===== src/include/uef_pkg.sv =====
// Package: constants, register map and carriers of the USB error flag block
`default_nettype none

package uef_pkg;

  // Clock and bus timing
  localparam int CLK_HZ     = 50_000_000;
  localparam int BUS_BIT_HZ = 12_000_000;
  localparam int TURN_BITS  = 16;
  // A least time: rounded up to whole cycles
  localparam int TURN_CYCLES =
    (TURN_BITS * CLK_HZ + BUS_BIT_HZ - 1) / BUS_BIT_HZ;
  localparam int TURN_W = 7;
  localparam logic [TURN_W-1:0] TURN_LAST = TURN_W'(TURN_CYCLES - 1);

  // Register byte offsets on the APB
  localparam int APB_ADDR_W = 8;
  localparam logic [APB_ADDR_W-1:0] OFF_FLAGS    = 8'h00;
  localparam logic [APB_ADDR_W-1:0] OFF_ENABLES  = 8'h04;
  localparam logic [APB_ADDR_W-1:0] OFF_TOP_STAT = 8'h08;
  localparam logic [APB_ADDR_W-1:0] OFF_TOP_EN   = 8'h0C;
  localparam logic [APB_ADDR_W-1:0] OFF_EVT_STAT = 8'h10;
  localparam logic [APB_ADDR_W-1:0] OFF_EVT_MASK = 8'h14;

  // Field positions in the flag, enable, event and mask registers
  localparam int BIT_STUFF  = 7;
  localparam int BIT_TURN   = 4;
  localparam int BIT_DFIELD = 3;
  localparam int BIT_CRC16  = 2;
  localparam int BIT_CRC5   = 1;
  localparam int BIT_PID    = 0;
  // Field position of the combined flag and its enable
  localparam int BIT_TOP_ERR = 1;

  // Implemented bits; 6 and 5 always read zero
  localparam logic [7:0] ERR_IMPL_MASK = 8'h9F;

  // Reset values
  localparam logic [7:0] FLAGS_RST    = 8'h00;
  localparam logic [7:0] ENABLES_RST  = 8'h00;
  localparam logic       TOP_EN_RST   = 1'b0;
  localparam logic [7:0] EVT_RST      = 8'h00;
  localparam logic [7:0] EVT_MASK_RST = 8'h00;

  typedef struct packed {
    logic                  psel;
    logic                  penable;
    logic                  pwrite;
    logic [APB_ADDR_W-1:0] paddr;
    logic [31:0]           pwdata;
  } uef_apb_req_s;

  typedef struct packed {
    logic        pready;
    logic        pslverr;
    logic [31:0] prdata;
  } uef_apb_rsp_s;

  // One-cycle strobes from the serial interface engine
  typedef struct packed {
    logic stuff_err;
    logic dfield_err;
    logic crc16_err;
    logic crc5_err;
    logic pid_err;
    logic turn_arm;
    logic resp_start;
  } uef_sie_s;

  typedef enum logic [2:0] {
    REG_FLAGS, REG_ENABLES, REG_TOP_STAT, REG_TOP_EN,
    REG_EVT_STAT, REG_EVT_MASK, REG_NONE
  } uef_reg_e;

  typedef enum logic {TURN_IDLE, TURN_WAIT} uef_turn_e;

  typedef struct packed {
    uef_turn_e         mode;
    logic [TURN_W-1:0] cnt;
  } uef_turn_s;

endpackage : uef_pkg

`default_nettype wire


===== src/core/uef_turn_timer.sv =====
// Bus turnaround time-out timer for the USB error flag block
`default_nettype none

module uef_turn_timer import uef_pkg::*; (
  input  wire logic clk_sys_i,
  input  wire logic rst_i,
  input  wire logic arm_i,
  input  wire logic resp_i,
  output logic      timeout_o
);

  uef_turn_s st;
  uef_turn_s next_st;

  always_comb begin
    next_st   = st;
    timeout_o = 1'b0;
    unique case (st.mode)
      TURN_IDLE: begin
        if (arm_i) begin
          next_st.mode = TURN_WAIT;
          next_st.cnt  = '0;
        end
      end
      TURN_WAIT: begin
        // A fresh end-of-packet restarts the idle count
        if (arm_i) begin
          next_st.cnt = '0;
        end else if (resp_i) begin
          next_st.mode = TURN_IDLE;
        end else if (st.cnt == TURN_LAST) begin
          timeout_o    = 1'b1;
          next_st.mode = TURN_IDLE;
        end else begin
          next_st.cnt = st.cnt + 1'b1;
        end
      end
    endcase
  end

  always_ff @(posedge clk_sys_i) begin
    if (rst_i) begin
      st <= '{mode: TURN_IDLE, cnt: '0};
    end else begin
      st <= next_st;
    end
  end

endmodule : uef_turn_timer

`default_nettype wire


===== src/core/uef_error_flags.sv =====
// USB error flag logic: latched error flags, enables, combined flag, APB
`default_nettype none

module uef_error_flags import uef_pkg::*; (
  input  wire logic         clk_sys_i,
  input  wire logic         rst_i,
  input  wire uef_apb_req_s apb_i,
  output uef_apb_rsp_s      apb_o,
  input  wire uef_sie_s     sie_i,
  output logic              token_reject_o,
  output logic              combined_error_flag_o,
  output logic              irq_o
);

  typedef struct packed {
    logic [7:0]   usb_error_flags;
    logic [7:0]   usb_error_enables;
    logic         combined_error_enable;
    logic         top_flag;
    logic [7:0]   evt;
    logic [7:0]   evt_mask;
    logic         reject;
    logic         irq;
    uef_apb_rsp_s rsp;
  } uef_state_s;

  uef_state_s st;
  uef_state_s next_st;

  logic       turn_timeout;
  logic [7:0] err_set;
  logic       apb_setup;
  logic       apb_done;
  uef_reg_e   setup_sel;
  uef_reg_e   done_sel;

  function automatic uef_reg_e reg_decode(
    input logic [APB_ADDR_W-1:0] addr
  );
    uef_reg_e sel;
    unique case (addr)
      OFF_FLAGS:    sel = REG_FLAGS;
      OFF_ENABLES:  sel = REG_ENABLES;
      OFF_TOP_STAT: sel = REG_TOP_STAT;
      OFF_TOP_EN:   sel = REG_TOP_EN;
      OFF_EVT_STAT: sel = REG_EVT_STAT;
      OFF_EVT_MASK: sel = REG_EVT_MASK;
      default:      sel = REG_NONE;
    endcase
    return sel;
  endfunction : reg_decode

  uef_turn_timer u_turn_timer (
    .clk_sys_i (clk_sys_i),
    .rst_i     (rst_i),
    .arm_i     (sie_i.turn_arm),
    .resp_i    (sie_i.resp_start),
    .timeout_o (turn_timeout)
  );

  // Detection strobes placed at their flag positions
  always_comb begin
    err_set             = 8'h00;
    err_set[BIT_STUFF]  = sie_i.stuff_err;
    err_set[BIT_TURN]   = turn_timeout;
    err_set[BIT_DFIELD] = sie_i.dfield_err;
    err_set[BIT_CRC16]  = sie_i.crc16_err;
    err_set[BIT_CRC5]   = sie_i.crc5_err;
    err_set[BIT_PID]    = sie_i.pid_err;
  end

  assign apb_setup = apb_i.psel && !apb_i.penable;
  assign apb_done  = apb_i.psel && apb_i.penable && st.rsp.pready;
  assign setup_sel = reg_decode(apb_i.paddr);
  assign done_sel  = reg_decode(apb_i.paddr);

  always_comb begin
    next_st = st;
    next_st.rsp = '0;

    // Setup phase: the answer is prepared so the access completes at once
    if (apb_setup) begin
      next_st.rsp.pready = 1'b1;
      unique case (setup_sel)
        REG_FLAGS:    next_st.rsp.prdata[7:0] = st.usb_error_flags;
        REG_ENABLES:  next_st.rsp.prdata[7:0] = st.usb_error_enables;
        REG_TOP_STAT: next_st.rsp.prdata[BIT_TOP_ERR] = st.top_flag;
        REG_TOP_EN:
          next_st.rsp.prdata[BIT_TOP_ERR] = st.combined_error_enable;
        REG_EVT_STAT: next_st.rsp.prdata[7:0] = st.evt;
        REG_EVT_MASK: next_st.rsp.prdata[7:0] = st.evt_mask;
        REG_NONE:     next_st.rsp.pslverr = 1'b1;
      endcase
    end

    // Access completion: writes land and read-clear acts on this edge only
    if (apb_done && apb_i.pwrite) begin
      unique case (done_sel)
        REG_FLAGS: begin
          // Zero clears, one keeps: software cannot fake an error
          next_st.usb_error_flags =
            st.usb_error_flags & apb_i.pwdata[7:0];
        end
        REG_ENABLES: begin
          next_st.usb_error_enables =
            apb_i.pwdata[7:0] & ERR_IMPL_MASK;
        end
        REG_TOP_EN: begin
          next_st.combined_error_enable = apb_i.pwdata[BIT_TOP_ERR];
        end
        REG_EVT_MASK: begin
          next_st.evt_mask = apb_i.pwdata[7:0] & ERR_IMPL_MASK;
        end
        // Top status is read-only, writes are dropped
        REG_TOP_STAT: ;
        REG_EVT_STAT: ;
        REG_NONE: ;
      endcase
    end

    // Only bits that were reported are cleared, so a late event survives
    if (apb_done && !apb_i.pwrite && done_sel == REG_EVT_STAT) begin
      next_st.evt = st.evt & ~st.rsp.prdata[7:0];
    end

    // Detection sets regardless of enables and beats any clear
    next_st.usb_error_flags =
      (next_st.usb_error_flags | err_set) & ERR_IMPL_MASK;
    next_st.evt = (next_st.evt | err_set) & ERR_IMPL_MASK;

    next_st.reject = sie_i.crc5_err;

    // Combined flag follows the registered flags and enables
    next_st.top_flag =
      |(next_st.usb_error_flags & next_st.usb_error_enables);

    next_st.irq =
      (next_st.top_flag && next_st.combined_error_enable) ||
      |(next_st.evt & next_st.evt_mask);
  end

  always_ff @(posedge clk_sys_i) begin
    if (rst_i) begin
      st.usb_error_flags       <= FLAGS_RST;
      st.usb_error_enables     <= ENABLES_RST;
      st.combined_error_enable <= TOP_EN_RST;
      st.top_flag              <= 1'b0;
      st.evt                   <= EVT_RST;
      st.evt_mask              <= EVT_MASK_RST;
      st.reject                <= 1'b0;
      st.irq                   <= 1'b0;
      st.rsp                   <= '0;
    end else begin
      st <= next_st;
    end
  end

  assign apb_o                 = st.rsp;
  assign token_reject_o        = st.reject;
  assign combined_error_flag_o = st.top_flag;
  assign irq_o                 = st.irq;

  logic wr_flags;
  assign wr_flags = apb_done && apb_i.pwrite && done_sel == REG_FLAGS;
endmodule : uef_error_flags

`default_nettype wire


===== config.mk =====
export PLATFORM = sky130hd
export DESIGN_NAME = uef_error_flags
export DESIGN_NICKNAME = d
export VERILOG_FILES = /design/src/include/uef_pkg.sv /design/src/core/uef_turn_timer.sv /design/src/core/uef_error_flags.sv
export SDC_FILE = /design/constraint.sdc
export NUM_CORES = 1
export LEC_CHECK = 0
export BUFFER_PORTS_ARGS = -buffer_cell sky130_fd_sc_hd__buf_2
export CORE_MARGIN = 2
export CORE_UTILIZATION = 39
export CTS_BUF_LIST = sky130_fd_sc_hd__clkbuf_4 sky130_fd_sc_hd__clkbuf_8 sky130_fd_sc_hd__clkbuf_16
export DETAILED_ROUTE_END_ITERATION = 10
export HOLD_SLACK_MARGIN = 0.03
export PLACE_DENSITY = 0.74
export SYNTH_ARGS = -nofsm -noshare
export SYNTH_HDL_FRONTEND = slang
export SYNTH_SLANG_ARGS = --single-unit

===== constraint.sdc =====
create_clock -name clk_sys_i -period 4.25 [get_ports clk_sys_i]
set_input_delay 0 -clock clk_sys_i [delete_from_list [all_inputs] [get_ports clk_sys_i]]
set_output_delay 0 -clock clk_sys_i [all_outputs]
set_load 0.005 [all_outputs]

==> summary.txt <==
status - finished clean
Seq/Total Area, Yosys - 0.368
DIE WIDTH - 82.3 um
gr ovfl total - 0
pre-CTS setup slack - 0.529 ns
cts bufs inserted - 5
H-tree levels - 2
CTS Buffer Depth - 2
Rows - 28
yosys warns - 0
cell taking the most area after synthesis - dfxtp_1
DR iter-0 viols - 157
CP Class - input port to flop
Simple-Gate Fraction of Synth Area - 0.209
die area - 6780 um^2
Post-DP HPWL - 3.96 mm
CTS Sinks - 44
final net count - 372
Synth area leaders - dfxtp_1 37%, buf_4 11%, nor2_1 4.6%
CP max FO - 8
Achievable Freq - 291 MHz
DRT antenna net count - 0
CTS tree - yes
total global-route track usage - 0.165
CP endpoint kind - flop
Synth Area in Compound Gates - 0.189
final worst setup slack - 0.808 ns
DP Area - 2480 um^2
Synth Register Bits - 44
reg2reg setup slack - 1.88 ns
Clock Latency Late Sink - 0.30 ns
num ports - 89
largest net degree at the start of global routing - 32
multi-input logic area - 1280 um^2
Final min period - 3.44 ns
Worst Max-Slew Pin Slew - 0.591 ns
antenna cells - 0
synth unique cells - 56
Yosys top cell area share - 0.368
Core ar. - 5920 um^2
Async SR Flop Fraction - 0
post-synthesis xor/xnor area fraction - 0.0146
vias in the first global route - 1846
Final Slew Violations - 0
maximum vdd ir drop - 116 uV
max_slew headroom - 0.606
Syn Inst Count - 276
Worst-path clk slew - 0.08 ns
fin crit share - 0.810
mapped cell area - 2390 um^2
Die Y - 82.3 um
maxcap violations - 0
Synth Flop Type - dfxtp_1
Critical Path Start Type - input port
RSZ-0062 raised after global routing - false
P per Cell Area - 289 nW/um^2
DRC viols - 0
design area - 2720 um^2
final setup vio count - 0
CTS Root Cell - clkbuf_8
Leak - 1.10 nW
final WL - 5.48 mm
initial antenna violation count - 0
largest family of logic cells by synthesized area - simple AND/OR/NAND/NOR gates
IO buf count - 36
post-DR vias/cell - 5.20
fillers - 583
DRT Pass-1 Iters - 4
worst path arrival time - 3.60 ns
Post-synth EDFFs - 0
Synth Area in Adders - 0.0157
first-pass GRT wire length - 8.51 mm
Final Skew - 0.00807 ns
Reg area - 881 um^2
Hold WC Path Type - input port to flop
total number of vias - 2037
Fin. Hold Viols - 0
R2R depth - 7
setup TNS - 0 ns
share of cells above drive strength 1 - 0.208
mux cell area share after synthesis - 0.0659
initial core utilization - 0.404
WL/cell - 14.0 um
CP required - 4.41 ns
Avg Inst Size Synth - 8.67 um^2
hold path depth - 4
P&R area growth vs syn - 13.5%
GPL Wtd Cong - 0.867
[where the power goes]
group	switching, mW	internal, mW	leakage [nW]
Sequential	0.00637	0.421	0.359
Combinational	0.0423	0.0317	0.694
Clock	0.138	0.145	0.0503
[placed cells by master (no fill, tap or decap), drive strengths merged, types with 7 or more instances in the layout]
cell type / n
o21ai: 19
inv: 10
conb: 26
nor2: 32
a21oi: 21
nand2: 22
dlygate4sd3: 14
clkbuf: 7
mux2i: 9
dfxtp: 44
buf: 37
[path summary, 6_finish.rpt]
| kind | from | end |
|---|---|---|
| setup / recovery | apb_i[39] | irq_o$_SDFF_PP0_ |
| hold / removal | apb_i[42] | apb_o[1]$_SDFF_PP0_ |
| setup reg to reg | apb_o[33]$_SDFF_PP0_ | irq_o$_SDFF_PP0_ |
| hold reg to reg | st[54]$_SDFF_PP0_ | st[54]$_SDFF_PP0_ |
[flip-flops by register name (all words and copies together), names as in the netlist]
signal / cells
irq_o: 1
u_turn_timer.st: 8
token_reject_o: 1
st: 25
apb_o: 8
combined_error_flag_o: 1
[routing by layer]
metal  share of wire  up-vias  global-route usage
li1                -     1004                   -
met3           0.072       11              0.0283
met1            0.43      948               0.206
met5               0        -                   0
met4           0.022        0              0.0883
met2            0.48       74               0.270
[critical path, cell delays in order]
cell and delay [ns]:
buf_2 0.11, or3_4 0.40, or3_1 0.35, or3b_2 0.48
ha_1 0.31, or4_1 0.63, nor4_4 0.53, nand2_1 0.10
a21oi_1 0.21, o22ai_1 0.15, nor3_1 0.21, o2bb2ai_1 0.11
[per-stage QoR]
stage / util / std cells / hold slack, ns / total power [mW]
3_3_place_gp: 0.419 / 371 / 0.242 / 0.498
5_1_grt: 0.459 / 392 / 0.167 / 0.819
6_report: 0.459 / 392 / 0.148 / 0.784
2_1_floorplan: - / 301 / 0.104 / 0.489
3_5_place_dp: 0.419 / 371 / 0.236 / 0.501
4_1_cts: 0.459 / 392 / 0.145 / 0.790
[timing repair]
| item | in CTS | in global routing |
|---|---|---|
| hold buffers | 14 | 0 |
| setup buffers | 0 | 0 |
| gates resized for setup | 0 | 0 |
| hold endpoints to repair | 19 | 0 |
[synth_stat cells (all sizes together) (2+ instances only)]
cell type   n
or3         4
o211ai      2
a31oi       2
nand4       4
or4         2
mux2        6
ha          3
and3        2
nand2      22
a22oi       2
mux2i       9
o22a        2
nor4        2
a21oi      21
buf        36
dfxtp      44
a222oi      5
nand2b      2
clkbuf      6
a2111oi     2
nor3        6
nor3b       2
o2bb2ai     2
nand3       3
inv        10
or3b        2
xor2        3
o21ai      19
o22ai       4
nor2       32
[area by class of cell]
type / instances / area share
repair buffers: 51 / 0.121
inverters: 10 / 0.0138
multi-input cells: 205 / 0.471
well taps: 75 / 0.0345
clock buffers: 7 / 0.0355
flip-flops and latches: 44 / 0.324
[cells by family after synthesis]
logic type	Yosys count
AND/OR/NAND/NOR	91
adder cells (fa/ha/maj)	3
flip-flops	44
AO/OA/AOI/OAI	66
multiplexers	15
other	1
buffers and inverters	52
XOR/XNOR	4
(Power assumes the default switching activity.)
